$ cat src/rtl/line_coder_pkg.sv
// shared constants, code-groups and 4B/5B lookup for the line coder
package line_coder_pkg;
  // timing
  localparam int CLK_NS      = 10;
  localparam int SD_QUAL_NS  = 1000;
  localparam int SD_QUAL_CYC = (SD_QUAL_NS + CLK_NS - 1) / CLK_NS;
  // scrambler x^11 + x^9 + 1
  localparam int LFSR_W           = 11;
  localparam int LFSR_TAP_A       = 10;
  localparam int LFSR_TAP_B       = 8;
  localparam logic [10:0] LFSR_SEED = 11'h7FF;
  localparam int LOCK_RUN         = 60;
  // symbol framing
  localparam int SYM_W            = 5;
  localparam logic [2:0] SYM_LAST = 3'h4;
  // fifo word: {enable, error, 5-bit data}
  localparam int WORD_W = 7;
  localparam int W_EN   = 6;
  localparam int W_ER   = 5;
  // control code-groups
  localparam logic [4:0] SYM_I = 5'h1F;
  localparam logic [4:0] SYM_J = 5'h18;
  localparam logic [4:0] SYM_K = 5'h11;
  localparam logic [4:0] SYM_T = 5'h0D;
  localparam logic [4:0] SYM_R = 5'h07;
  localparam logic [4:0] SYM_H = 5'h04;
  localparam logic [9:0] SYM_JK = {SYM_J, SYM_K};
  localparam logic [3:0] NIB_PRE  = 4'h5;
  localparam logic [3:0] NIB_ZERO = 4'h0;

  typedef enum logic [2:0] {
    TX_IDLE = 3'b000,
    TX_J    = 3'b001,
    TX_DATA = 3'b010,
    TX_T    = 3'b011
  } tx_state_t;

  // nibble to data code-group
  function automatic logic [4:0] enc4b5b(input logic [3:0] nib);
    logic [4:0] s;
    s = SYM_I;
    unique case (nib)
      4'h0: s = 5'h1E;
      4'h1: s = 5'h09;
      4'h2: s = 5'h14;
      4'h3: s = 5'h15;
      4'h4: s = 5'h0A;
      4'h5: s = 5'h0B;
      4'h6: s = 5'h0E;
      4'h7: s = 5'h0F;
      4'h8: s = 5'h12;
      4'h9: s = 5'h13;
      4'hA: s = 5'h16;
      4'hB: s = 5'h17;
      4'hC: s = 5'h1A;
      4'hD: s = 5'h1B;
      4'hE: s = 5'h1C;
      4'hF: s = 5'h1D;
    endcase
    return s;
  endfunction : enc4b5b

  // data code-group to {valid, nibble}; controls and invalids give valid low
  function automatic logic [4:0] dec5b4b(input logic [4:0] s);
    logic [4:0] r;
    r = {1'b0, NIB_ZERO};
    for (int i = 0; i < 16; i++) begin
      if (enc4b5b(4'(i)) == s) begin
        r = {1'b1, 4'(i)};
      end
    end
    return r;
  endfunction : dec5b4b
endpackage : line_coder_pkg

$ cat src/rtl/sym_stream_if.sv
// valid/ready word stream between the coder's internal modules
`timescale 1ns/1ps
`default_nettype none
interface sym_stream_if #(parameter int W = 7);
  logic [W-1:0] data;
  logic         valid;
  logic         ready;
  modport src (output data, output valid, input ready);
  modport snk (input data, input valid, output ready);
endinterface : sym_stream_if
`default_nettype wire

$ cat src/rtl/word_fifo.sv
// small synchronous fifo, registered full flag drives the fill-side ready
`timescale 1ns/1ps
`default_nettype none
module word_fifo #(
  parameter int W = 7,
  parameter int DEPTH = 4
) (
  input wire logic     clk,
  input wire logic     rst,
  sym_stream_if.snk    wr,
  sym_stream_if.src    rd
);
  localparam int AW = $clog2(DEPTH);
  logic [W-1:0]  mem [DEPTH];
  logic [AW-1:0] wp_r;
  logic [AW-1:0] rp_r;
  logic [AW:0]   cnt_r;
  logic [AW:0]   cnt_nxt;
  logic          nfull_r;
  logic          push;
  logic          pop;

  assign push     = wr.valid && nfull_r;
  assign pop      = rd.ready && (cnt_r != '0);
  assign wr.ready = nfull_r;
  assign rd.valid = (cnt_r != '0);
  assign rd.data  = mem[rp_r];

  // occupancy; ready drops one word early is avoided by using next count
  always_comb begin
    cnt_nxt = cnt_r + (AW+1)'(push) - (AW+1)'(pop);
  end

  always_ff @(posedge clk) begin
    if (rst) begin
      wp_r    <= '0;
      rp_r    <= '0;
      cnt_r   <= '0;
      nfull_r <= 1'b0; // not ready while held in reset
    end else begin
      if (push) wp_r <= (wp_r == AW'(DEPTH-1)) ? '0 : wp_r + 1'b1;
      if (pop)  rp_r <= (rp_r == AW'(DEPTH-1)) ? '0 : rp_r + 1'b1;
      cnt_r   <= cnt_nxt;
      nfull_r <= (cnt_nxt != (AW+1)'(DEPTH));
    end
  end

  // storage needs no reset
  always_ff @(posedge clk) begin
    if (push) mem[wp_r] <= wr.data;
  end
endmodule : word_fifo
`default_nettype wire

$ cat src/rtl/rx_sym_decoder.sv
// receive code-group decoder: aligned 5-bit symbols to nibbles and flags
`timescale 1ns/1ps
`default_nettype none
module rx_sym_decoder
  import line_coder_pkg::*;
(
  input wire logic        clk,
  input wire logic        rst,
  input wire logic        bypass,
  sym_stream_if.snk       sym,
  output logic [4:0]      rxd,
  output logic            rx_dv,
  output logic            rx_er,
  output logic            rx_inv,
  output logic            rx_stb
);
  logic       in_pkt_r;
  logic [4:0] dv;

  assign sym.ready = 1'b1;
  assign dv = dec5b4b(sym.data[4:0]);

  // one output per received symbol, strobe marks it
  always_ff @(posedge clk) begin
    if (rst) begin
      in_pkt_r <= 1'b0;
      rxd      <= '0;
      rx_dv    <= 1'b0;
      rx_er    <= 1'b0;
      rx_inv   <= 1'b0;
      rx_stb   <= 1'b0;
    end else begin
      rx_stb <= sym.valid;
      if (sym.valid) begin
        rx_er  <= 1'b0;
        rx_inv <= 1'b0;
        if (bypass) begin
          rxd   <= sym.data[4:0]; // RULE_14
          rx_dv <= 1'b1;
        end else begin
          unique case (sym.data[4:0])
            SYM_J, SYM_K: begin
              in_pkt_r <= 1'b1;
              rxd      <= {1'b0, NIB_PRE}; // RULE_07 RULE_08
              rx_dv    <= 1'b1;
            end
            SYM_T, SYM_R, SYM_I: begin
              in_pkt_r <= 1'b0; // RULE_06 RULE_09 RULE_10
              rxd      <= {1'b0, NIB_ZERO};
              rx_dv    <= 1'b0;
            end
            SYM_H: begin
              rxd   <= {1'b0, NIB_ZERO};
              rx_dv <= in_pkt_r;
              rx_er <= 1'b1; // RULE_11
            end
            default: begin
              rxd    <= {1'b0, dv[3:0]}; // RULE_05
              rx_dv  <= in_pkt_r;
              rx_er  <= !dv[4];
              rx_inv <= !dv[4]; // RULE_20
            end
          endcase
        end
      end
    end
  end
endmodule : rx_sym_decoder
`default_nettype wire

$ cat src/rtl/fe_line_coder.sv
// 100 Mb/s line coder: 4B/5B, scrambler, NRZI, three-level split, receive path
`timescale 1ns/1ps
`default_nettype none
// Behaviour
// [RULE_01] scrambling sequence from free-running 11-bit LFSR on symbol clock; the code steps it on every REF_CLK bit clock
// [RULE_02] each LFSR bit XORs one serial code-group bit
// [RULE_03] NRZI encoding always applied, toggle on every one, no bypass
// [RULE_04] NRZI stream split into two outputs whose ones alternate
// [RULE_05] nibbles map to the sixteen 4B/5B data code-groups and back
// [RULE_06] 11111 is idle, decodes to 0000, never packet data
// [RULE_07] 11000 is first start delimiter, preamble nibble 0101
// [RULE_08] 10001 is second start delimiter, preamble nibble 0101
// [RULE_09] 01101 is first end delimiter, nibble 0000
// [RULE_10] 00111 is second end delimiter, nibble 0000
// [RULE_11] 00100 is halt, signals and propagates transmit errors
// [RULE_12] only three-level line output exists, no binary mode
// [RULE_13] receive stream becomes synchronous 4-bit nibbles to the MAC
// [RULE_14] receive descrambler and decoder are each bypassable
// [RULE_15] link pulses never raise signal detect
// [RULE_16] first two preamble nibbles replaced by J/K pair
// [RULE_17] transmit enable low appends T then R
// [RULE_18] idles sent after T/R until next packet
// [RULE_19] transmit encoder and scrambler each bypassable
// [RULE_20] unassigned patterns never sent, flagged invalid on receive
// [RULE_21] scrambler polynomial is x^11 + x^9 + 1
module fe_line_coder
  import line_coder_pkg::*;
#(
  parameter int FIFO_DEPTH = 4
) (
  // clock and reset
  input  wire logic         REF_CLK,
  input  wire logic         RST,
  // mac transmit side
  input  wire logic [4:0]   TXD,
  input  wire logic         TX_EN,
  input  wire logic         TX_ER,
  input  wire logic         TX_VALID,
  output logic              TX_READY,
  // stage bypass controls
  input  wire logic         ENC_BYPASS,
  input  wire logic         SCR_BYPASS,
  input  wire logic         DESCR_BYPASS,
  input  wire logic         DEC_BYPASS,
  // line driver
  output logic              TX_POS,
  output logic              TX_NEG,
  // line receiver
  input  wire logic         RX_NRZI,
  input  wire logic         RX_SD_IN,
  // mac receive side
  output logic [4:0]        RXD,
  output logic              RX_DV,
  output logic              RX_ER,
  output logic              RX_INVALID,
  output logic              RX_STB,
  output logic              SIG_DET,
  output logic              DESCR_LOCK
);
  import line_coder_pkg::*;

  sym_stream_if #(.W(WORD_W)) mac_if ();
  sym_stream_if #(.W(WORD_W)) enc_if ();
  sym_stream_if #(.W(SYM_W))  rsym_if ();

  // transmit state
  tx_state_t          st_r;
  tx_state_t          st_nxt;
  logic [2:0]         bcnt_r;
  logic [4:0]         sh_r;
  logic [4:0]         sym_nxt;
  logic               pop;
  logic [10:0]        lfsr_r;
  logic               tx_fb;
  logic               sbit;
  logic               nrzi_r;
  logic               nrzi_nxt;
  logic [1:0]         phase_r;
  logic [1:0]         phase_nxt;
  // receive state
  logic [2:0]         rx_s_r;
  logic [2:0]         sd_s_r;
  logic               rx_lvl_r;
  logic               rx_prev_r;
  logic               sd_lvl_r;
  logic [7:0]         sd_cnt_r;
  logic               sig_det_r;
  logic               nrz;
  logic [10:0]        dl_r;
  logic               rx_fb;
  logic               ud;
  logic [6:0]         run_r;
  logic               lock_r;
  logic [9:0]         win_r;
  logic [9:0]         win_nxt;
  logic               aligned_r;
  logic [2:0]         acnt_r;
  logic               pend_k_r;
  logic [4:0]         rsym_r;
  logic               rvalid_r;

  // mac words enter the fifo; ready comes from its registered flag
  assign mac_if.data  = {TX_EN, TX_ER, TXD};
  assign mac_if.valid = TX_VALID;
  assign enc_if.ready = pop;

  word_fifo #(.W(WORD_W), .DEPTH(FIFO_DEPTH)) u_fifo (
    .clk (REF_CLK),
    .rst (RST),
    .wr  (mac_if),
    .rd  (enc_if)
  );

  // ready is the fifo's own full flop, so a word shown as taken is always stored
  assign TX_READY = mac_if.ready;

  // next code-group, chosen at each symbol boundary
  always_comb begin
    st_nxt  = st_r;
    sym_nxt = SYM_I; // RULE_18
    pop     = 1'b0;
    if (bcnt_r == SYM_LAST) begin
      if (ENC_BYPASS) begin
        st_nxt = TX_IDLE;
        if (enc_if.valid) begin
          pop     = 1'b1;
          sym_nxt = enc_if.data[4:0]; // RULE_19
        end
      end else begin
        unique case (st_r)
          TX_IDLE: begin
            if (enc_if.valid) begin
              pop = 1'b1;
              if (enc_if.data[W_EN]) begin
                sym_nxt = SYM_J; // RULE_16 RULE_07
                st_nxt  = TX_J;
              end
            end
          end
          TX_J: begin
            pop     = enc_if.valid;
            sym_nxt = SYM_K; // RULE_16 RULE_08
            st_nxt  = TX_DATA;
          end
          TX_DATA: begin
            if (!enc_if.valid) begin
              sym_nxt = SYM_H; // underrun corrupts the frame
            end else if (!enc_if.data[W_EN]) begin
              pop     = 1'b1;
              sym_nxt = SYM_T; // RULE_17 RULE_09
              st_nxt  = TX_T;
            end else begin
              pop     = 1'b1;
              sym_nxt = enc_if.data[W_ER] ? SYM_H : enc4b5b(enc_if.data[3:0]); // RULE_11 RULE_05 RULE_20
            end
          end
          TX_T: begin
            sym_nxt = SYM_R; // RULE_17 RULE_10
            st_nxt  = TX_IDLE;
          end
          default: begin
            st_nxt = TX_IDLE;
          end
        endcase
      end
    end
  end

  // tx sequencer state
  always_ff @(posedge REF_CLK) begin
    if (RST) st_r <= TX_IDLE;
    else     st_r <= st_nxt;
  end

  // serialiser, msb of the code-group first
  always_ff @(posedge REF_CLK) begin
    if (RST) begin
      bcnt_r <= '0;
      sh_r   <= SYM_I;
    end else if (bcnt_r == SYM_LAST) begin
      bcnt_r <= '0;
      sh_r   <= sym_nxt;
    end else begin
      bcnt_r <= bcnt_r + 3'h1;
      sh_r   <= {sh_r[3:0], 1'b0};
    end
  end

  // scrambler lfsr free-runs every clock regardless of bypass
  assign tx_fb = lfsr_r[LFSR_TAP_A] ^ lfsr_r[LFSR_TAP_B]; // RULE_21
  assign sbit  = sh_r[4] ^ (tx_fb & !SCR_BYPASS); // RULE_02 RULE_19

  always_ff @(posedge REF_CLK) begin
    if (RST) lfsr_r <= LFSR_SEED;
    else     lfsr_r <= {lfsr_r[9:0], tx_fb}; // RULE_01
  end

  // nrzi: line level toggles on every one, no bypass path exists
  assign nrzi_nxt = nrzi_r ^ sbit; // RULE_03

  always_ff @(posedge REF_CLK) begin
    if (RST) nrzi_r <= 1'b0;
    else     nrzi_r <= nrzi_nxt;
  end

  // three-level split: each transition advances the phase,
  // phase 1 drives positive side, phase 3 negative side
  assign phase_nxt = phase_r + {1'b0, nrzi_nxt ^ nrzi_r};

  always_ff @(posedge REF_CLK) begin
    if (RST) begin
      phase_r <= '0;
      TX_POS  <= 1'b0;
      TX_NEG  <= 1'b0;
    end else begin
      phase_r <= phase_nxt;
      TX_POS  <= (phase_nxt == 2'h1); // RULE_04 RULE_12
      TX_NEG  <= (phase_nxt == 2'h3); // RULE_04 RULE_12
    end
  end

  // pin synchronisers; the signal detect level counts once stages two and three agree
  always_ff @(posedge REF_CLK) begin
    if (RST) begin
      rx_s_r <= '0;
      sd_s_r <= '0;
    end else begin
      rx_s_r <= {rx_s_r[1:0], RX_NRZI};
      sd_s_r <= {sd_s_r[1:0], RX_SD_IN};
    end
  end

  always_ff @(posedge REF_CLK) begin
    if (RST) begin
      rx_lvl_r  <= 1'b0;
      rx_prev_r <= 1'b0;
      sd_lvl_r  <= 1'b0;
    end else begin
      rx_lvl_r <= rx_s_r[2]; // one bit per clock, no time to wait for agreement
      if (sd_s_r[1] == sd_s_r[2]) sd_lvl_r <= sd_s_r[2];
      rx_prev_r <= rx_lvl_r;
    end
  end

  // signal detect must hold far longer than any link pulse
  always_ff @(posedge REF_CLK) begin
    if (RST) begin
      sd_cnt_r  <= '0;
      sig_det_r <= 1'b0;
    end else if (!sd_lvl_r) begin
      sd_cnt_r  <= '0;
      sig_det_r <= 1'b0;
    end else if (sd_cnt_r == 8'(SD_QUAL_CYC - 1)) begin
      sig_det_r <= 1'b1; // RULE_15
    end else begin
      sd_cnt_r <= sd_cnt_r + 8'h01;
    end
  end
  assign SIG_DET = sig_det_r;

  // nrzi to nrz, then descramble
  assign nrz   = rx_lvl_r ^ rx_prev_r;
  assign rx_fb = dl_r[LFSR_TAP_A] ^ dl_r[LFSR_TAP_B];
  assign ud    = DESCR_BYPASS ? nrz : (nrz ^ rx_fb); // RULE_14

  // lock: during idle the line carries inverted key bits, so load them,
  // then declare lock after a run of correctly predicted bits
  always_ff @(posedge REF_CLK) begin
    if (RST || !sig_det_r) begin
      dl_r   <= LFSR_SEED;
      run_r  <= '0;
      lock_r <= 1'b0;
    end else if (lock_r) begin
      dl_r <= {dl_r[9:0], rx_fb};
    end else begin
      dl_r <= {dl_r[9:0], !nrz};
      if (!nrz == rx_fb) begin
        run_r <= run_r + 7'h01;
        if (run_r == 7'(LOCK_RUN - 1)) lock_r <= 1'b1;
      end else begin
        run_r <= '0;
      end
    end
  end
  assign DESCR_LOCK = lock_r;

  // code-group alignment on J/K, released on idle or the second end delimiter R
  assign win_nxt = {win_r[8:0], ud};

  always_ff @(posedge REF_CLK) begin
    if (RST || !sig_det_r) begin
      win_r     <= '0;
      aligned_r <= 1'b0;
      acnt_r    <= '0;
      pend_k_r  <= 1'b0;
      rsym_r    <= SYM_I;
      rvalid_r  <= 1'b0;
    end else begin
      win_r    <= win_nxt;
      rvalid_r <= 1'b0;
      pend_k_r <= 1'b0;
      if (pend_k_r) begin
        rsym_r   <= SYM_K;
        rvalid_r <= 1'b1;
      end
      if (!aligned_r) begin
        if (win_nxt == SYM_JK) begin
          aligned_r <= 1'b1;
          acnt_r    <= '0;
          rsym_r    <= SYM_J;
          rvalid_r  <= 1'b1;
          pend_k_r  <= 1'b1;
        end
      end else if (acnt_r == SYM_LAST) begin
        acnt_r   <= '0;
        rsym_r   <= win_nxt[4:0]; // RULE_13
        rvalid_r <= 1'b1;
        if (win_nxt[4:0] == SYM_R || win_nxt[4:0] == SYM_I) aligned_r <= 1'b0;
      end else begin
        acnt_r <= acnt_r + 3'h1;
      end
    end
  end

  assign rsym_if.data  = rsym_r;
  assign rsym_if.valid = rvalid_r;

  rx_sym_decoder u_dec (
    .clk    (REF_CLK),
    .rst    (RST),
    .bypass (DEC_BYPASS),
    .sym    (rsym_if),
    .rxd    (RXD),
    .rx_dv  (RX_DV),
    .rx_er  (RX_ER),
    .rx_inv (RX_INVALID),
    .rx_stb (RX_STB)
  );
endmodule : fe_line_coder
`default_nettype wire

$ cat config.mk
export PLATFORM = sky130hd
export DESIGN_NAME = fe_line_coder
export DESIGN_NICKNAME = d
export VERILOG_FILES = /design/src/rtl/line_coder_pkg.sv /design/src/rtl/sym_stream_if.sv /design/src/rtl/word_fifo.sv /design/src/rtl/rx_sym_decoder.sv /design/src/rtl/fe_line_coder.sv
export SDC_FILE = /design/constraint.sdc
export NUM_CORES = 1
export LEC_CHECK = 0
export BUFFER_PORTS_ARGS = -buffer_cell sky130_fd_sc_hd__buf_2
export CORE_UTILIZATION = 40
export DETAILED_ROUTE_END_ITERATION = 6
export GPL_TIMING_DRIVEN = 0
export HOLD_SLACK_MARGIN = 0.03
export REMOVE_ABC_BUFFERS = 1
export SKIP_CTS_REPAIR_TIMING = 1
export SYNTH_ARGS = -nofsm -noshare
export SYNTH_HDL_FRONTEND = slang
export SYNTH_SLANG_ARGS = --single-unit
export TNS_END_PERCENT = 5
$ cat constraint.sdc
create_clock -name REF_CLK -period 2.3 [get_ports REF_CLK]
set_input_delay 0.46 -clock REF_CLK [delete_from_list [all_inputs] [get_ports REF_CLK]]
set_output_delay 0.46 -clock REF_CLK [all_outputs]
set_load 0.02 [all_outputs]
# Word level (Yosys, flattened, before mapping)
# Memories as Yosys holds them, arrays and structs flattened. A register that Yosys moved wholly into a read port is not among the register bits.
# Index checks and enable logic that the tools add are counted.
# totals
ff_bits	102
elab_cells	190
mem_bits_ro	80
mem_bits_rw	28
mem_count	2
# mem_list
memory	words	word_bits	read_ports	rd_ports_with_merged_regs	wr	line_no	text
(name not given)	16	5	1	0	0	line_coder_pkg.sv:42	unique case (nib)
u_fifo.mem	4	7	1	1	1	word_fifo.sv:14	logic [W-1:0] mem [DEPTH];
# classes
addsub	9
n_reduce_logical	22
eq_ne	43
bitwise_logic	10
muxes	70
# op_table
operator	n
$mux 5	27
$eq 5x5->1 const A	11
$mux 3	10
$eq 4x5->1 const A	5
$mux 1	22
$eq 5x5->1 const B	4
$pmux 5 s4	1
$eq 5x3->1 const B	3
$ne 3x3->1 const B	5
$eq 10x10->1 const B	1
$reduce_or 2->1	5
$pmux 3 s3	1
$add 8x1->8 const B	1
$eq 8x7->1 const B	1
$mux 2	4
$pmux 4 s2	1
$add 7x1->7 const B	1
$eq 7x6->1 const B	1
$mux 7	1
$xor 1x1->1	7
$add 3x1->3 const B	2
$eq 2x2->1 const B	3
$eq 3x2->1 const B	2
$eq 3x3->1 const B	2
23 further kinds	33

# Longest topological paths before layout
# depth
word_depth	20
ltp_mapped	12
depth_no_buf	12

# Hierarchy
# Synthesis repeated with hierarchy kept, for this count alone.
# unflattened
cells_unflattened	513
area_unflattened_um2	5454.0
# modules_own_cells
mod	seq_area_each_um2	cells_each	area_per_inst_um2	n_inst
fe_line_coder	1641.6	335	3223.1	1
word_fifo	1041.0	85	1524.0	1
rx_sym_decoder	200.2	93	706.9	1

# Worst setup path after synthesis
# Ideal clock, no wire load.
# synth_path
kind	register to register
from	reg bcnt_r[0]
to	reg u_fifo.nfull_r (netlist: u_fifo.wr.ready)
stages_incl_launch_ff	13
path_slack_ns	-0.111
setup_time_ns	0.134
arrival_ns	2.278
n_path_buf	0
required_ns	2.166
period_less_slack_ns	2.411
cell_sequence	dfxtp_1 inv_1 ha_1 nand2_1 nor3_1 ha_1 inv_1 ha_1 inv_1 fa_1 xnor2_1 xnor2_1 a31oi_1
# synth_via
elab_chain_len	5
# synth_rtl
item	line_no	text
from (decl)	fe_line_coder.sv:69	logic [2:0] bcnt_r;
from (signal assigned)	fe_line_coder.sv:184	bcnt_r <= bcnt_r + 3'h1;
$eq 3x3->1	fe_line_coder.sv:122	if (bcnt_r == SYM_LAST) begin
$mux 1	fe_line_coder.sv:122	
$logic_and 1x1->1	word_fifo.sv:24	assign pop = rd.ready && (cnt_r != '0);
named net u_fifo.pop	word_fifo.sv:21	logic pop;
$sub 3x1->3	word_fifo.sv:31	cnt_nxt = cnt_r + (AW+1)'(push) - (AW+1)'(pop);
$ne 3x3->1	word_fifo.sv:44	nfull_r <= (cnt_nxt != (AW+1)'(DEPTH));
to (signal assigned)	word_fifo.sv:44	
to (decl)	word_fifo.sv:19	logic nfull_r;
# The timed path passes the listed nets, and every way through them passes these cells.
# A chain may end at the register's enable or synchronous reset.

# Worst setup path in the final report
# layout_path
from	reg st_r[1]
to	reg u_fifo.nfull_r (netlist: u_fifo.wr.ready)
# layout_via
elab_chain_len	8
# layout_rtl
item	line_no	text
from (decl)	fe_line_coder.sv:67	tx_state_t st_r;
from (signal assigned)	fe_line_coder.sv:172	else st_r <= st_nxt;
$eq 3x2->1 or $logic_not 3->1 (tied branches)	fe_line_coder.sv:130	unique case (st_r)
$reduce_or 2->1 (no line)	-	
$pmux 1 s2 *	fe_line_coder.sv:130	
$mux 1 *	fe_line_coder.sv:123	if (ENC_BYPASS) begin
$mux 1 *	fe_line_coder.sv:122	
$logic_and 1x1->1 *	word_fifo.sv:24	
named net u_fifo.pop	word_fifo.sv:21	
$sub 3x1->3 *	word_fifo.sv:31	
$ne 3x3->1 *	word_fifo.sv:44	
# Mark *: on every way through the listed nets, which the timed path passes. The rest lies on a longest branch.

==> metrics <==
vias post-DR=approximately 3500; Overall Global Routing Usage=roughly 15%; Layout area overhead=19.13%; WL/cell=13.12 um; Die ar.=13560 um^2; hold_ws=between 0.2 and 0.25 ns; Leak Pwr=between 2 and 2.5 nW; reg2reg end=u_fifo.wr.ready; R2R depth=11; Synth area leaders=dfxtp_1 (39%), edfxtp_1 (16%), ha_1 (4.3%), nor2_1 (3.0%), mux4_1 (2.5%); CP Launch Type=flip-flop; Slowest cell on crit path=fa_2; DR vias/cell=4.987; worst-skew pair later-pin latency=0.42 ns; pre-CTS setup slack=-0.5402 ns; crit end category=flip-flop; RSZ-0062 raised after global routing=yes; Final Non-Filler Cells=approximately 700; Nets=554; violated checks=negative setup slack; Synth Flop Type=dfxtp_1; Final Setup Violations=2; initial DRC count=~200; # fillers=1168; vias in the first global route=approximately 3300; worst path cell trace=ha_4 > nor2b_4 > nor3_4 > ha_1 > inv_1 > ha_2 > inv_2 > fa_2 > xnor2_2 > xnor2_1 > a31oi_1; syn avg cell area=roughly 11 um^2; Root Buffer=clkbuf_16; Die Ht=116.5 um; Max VDD drop=between 0.0006 and 0.0007 V; Worst EP required=approximately 2.6 ns; Core ar.=12670 um^2; Setup Crit Path Kind=reg -> reg; number of flops mapped to enable cells by yosys=28; drt total wl=slightly above 9 mm; layout cells sized above 1=approximately 18%; post-route ant nets=0; worst reg2reg startpoint=st_r[1]; grt total ovfl=0; Final Hold Fails=0; fmax=0.4211 GHz; setup ws final=-0.07489 ns; Synth Warn #=0; Worst Clk Skew=approximately 0.0077 ns; Die X=~120 um; Seq/Total Area, Yosys=55.01%; reg-to-reg slack, setup=-0.07 ns; Tcrit/Tclk final=103.3%; max cap viols=0; largest net degree at the start of global routing=53; CTS tree=yes; post-layout util=between 40 and 50%; fraction of registers with async set/reset=0%; Worst Hold Class=in -> reg; Pre-Repair DR Iteration Count=4; Critical Path AT=about 2.6 ns; Sinks on Clock Net=130; area leader, netlist=dfxtp_1; H-tree levels=4; area of the mapped netlist=between 5000 and 6000 um^2; Hold Startpoint=RX_SD_IN; hold-critical path depth=2; IO Count=30; CTS clock-pin slew for the worst setup and hold paths=about 0.060 ns; clk buf depth=2; Placer Congestion=a little under 0.8; total CTS buffers=17; initial core utilization=around two fifths; first-pass GRT wire length=around 15 mm; row cnt=41; number of port buffers=29; Yosys reg bits=130; critical path startpoint=st_r[1]; P per Cell Area=just under 900 nW/um^2; initial antenna violation count=0; Post-route DRC=0; HPWL after detailed placement=around 6.0 mm; Worst-Margin Slew=around 0.9 ns; Antenna diodes=0; Synth top area share=38.97%; Max stage delay on crit path=between 0.3 and 0.4 ns; Slew Limit Fails=0; synth unique cells=56; fin crit period=~2.4 ns; dpl cells=669; Worst Hold End=sd_s_r[0]; crit path max fanout=4; total power=between 5 and 6 mW; Mapped Cells=491; relative slew slack=between 30% and 40%; status=finished with violations
==> flip-flops by register name, indices dropped and copies added (netlist names), 2 cells and up, named ones only <==
name	flops
u_fifo.mem	28
dl_r	11
lfsr_r	11
win_r	9
sd_cnt_r	8
run_r	7
rsym_if.data	5
sh_r	5
u_dec.rxd	5
acnt_r	3
bcnt_r	3
rx_s_r	3
sd_s_r	3
u_fifo.cnt_r	3
phase_r	2
st_r	2
u_fifo.rp_r	2
u_fifo.wp_r	2
==> final cells by class <==
cell class	instances	area [um^2]	share of cell area (%)
sequential	130	2890	46.30
inverter	19	71.32	1.143
tap	172	215.2	3.448
timing repair buffer	33	175.2	2.806
multi-input combinational	318	2257	36.16
clock buffer	17	425.4	6.815
clock inverter	15	207.7	3.327
==> worst max-delay path, delay by kind of cell (launching register included) <==
kind / cells / cell delay, ns
and+or+nand+nor: 2 / 0.34
DFF: 1 / 0.36
xor gates and xnor gates: 2 / 0.33
AOI/OAI and AO/OA: 1 / 0.13
buffers and inverters: 2 / 0.10
adders and majority gates: 4 / 0.95
==> cells in the final DEF (no fill, tap or decap), types with 4 or more instances in the layout <==
cell	n
dfxtp_1	100
buf_4	4
a21oi_1	22
mux4_1	5
ha_1	15
nor2b_1	19
inv_1	18
or2_2	11
and2_1	11
edfxtp_1	28
and3_1	7
a311oi_1	4
clkbuf_16	17
nor2_1	42
or3_1	6
xnor2_1	10
nor3_1	13
xor2_1	14
nand4_1	4
nand2b_1	17
a31oi_1	4
nand3_1	11
mux2i_1	6
bufinv_16	4
nand2_1	19
buf_2	29
o21ai_0	23
==> power by group <==
part	switching [mW]	leakage [nW]	internal, mW	total, mW
clock	1.02	0.294	1.82	2.84
combinational	0.143	0.925	0.105	0.247
sequential	0.0337	1.08	2.39	2.42
==> cell families after synthesis <==
kind of cell | synth area share, %
AOI/OAI and AO/OA | 9.862
xor gates and xnor gates | 4.179
adders and majority gates | 4.871
buffers and inverters | 3.223
DFF | 55.01
muxes | 4.728
and+or+nand+nor | 18.12
==> worst max-delay path by stage <==
stage	to	slack, ns	depth (start not counted)
global route	u_fifo.wr.ready	-0.17	11
CTS	u_fifo.wr.ready	-0.57	12
floorplan	u_fifo.wr.ready	-0.10	12
global placement	run_r[5]	-0.68	4
detailed placement	u_fifo.wr.ready	-0.54	12
finish	u_fifo.wr.ready	-0.07	11
==> routing by layer <==
layer  track usage [%]  wire length, um  up-vias  share of wire [%]
met5                 0                0        -                  0
met4             8.034              134        0                1.5
met3             5.449              365       11                4.0
met2             23.98             4380       49                 47
met1             17.63             4351     1668                 47
li1                  -                -     1783                  -
==> synth_stat cells, drive strengths merged (2+ instances only) <==
master	number
o21ai	25
xor2	14
nand2b	17
nor2b	20
xnor2	11
nand4	4
inv	19
nor3	15
dfxtp	102
and3	7
o21bai	3
and2	11
a21oi	23
nor4	3
mux4	7
nand4b	2
mux2i	6
ha	18
o31ai	3
o211ai	3
o311ai	2
nand2	20
edfxtp	28
or2	11
o21a	3
o2bb2ai	2
a211oi	2
a311oi	4
or3	6
nor2	42
nand3	12
clkbuf	20
buf	4
or4	2
a31oi	4
o32a	2
==> through the flow <==
| step | TNS [ns] | area, um^2 |
|---|---|---|
| floorplan | -0.1870 | 5142 |
| global placement | -10.04 | 5503 |
| detailed placement | -2.694 | 5510 |
| CTS | -1.295 | 6143 |
| global route | -0.2781 | 6242 |
| finish | -0.08834 | 6242 |
(Power assumes the default switching activity.)
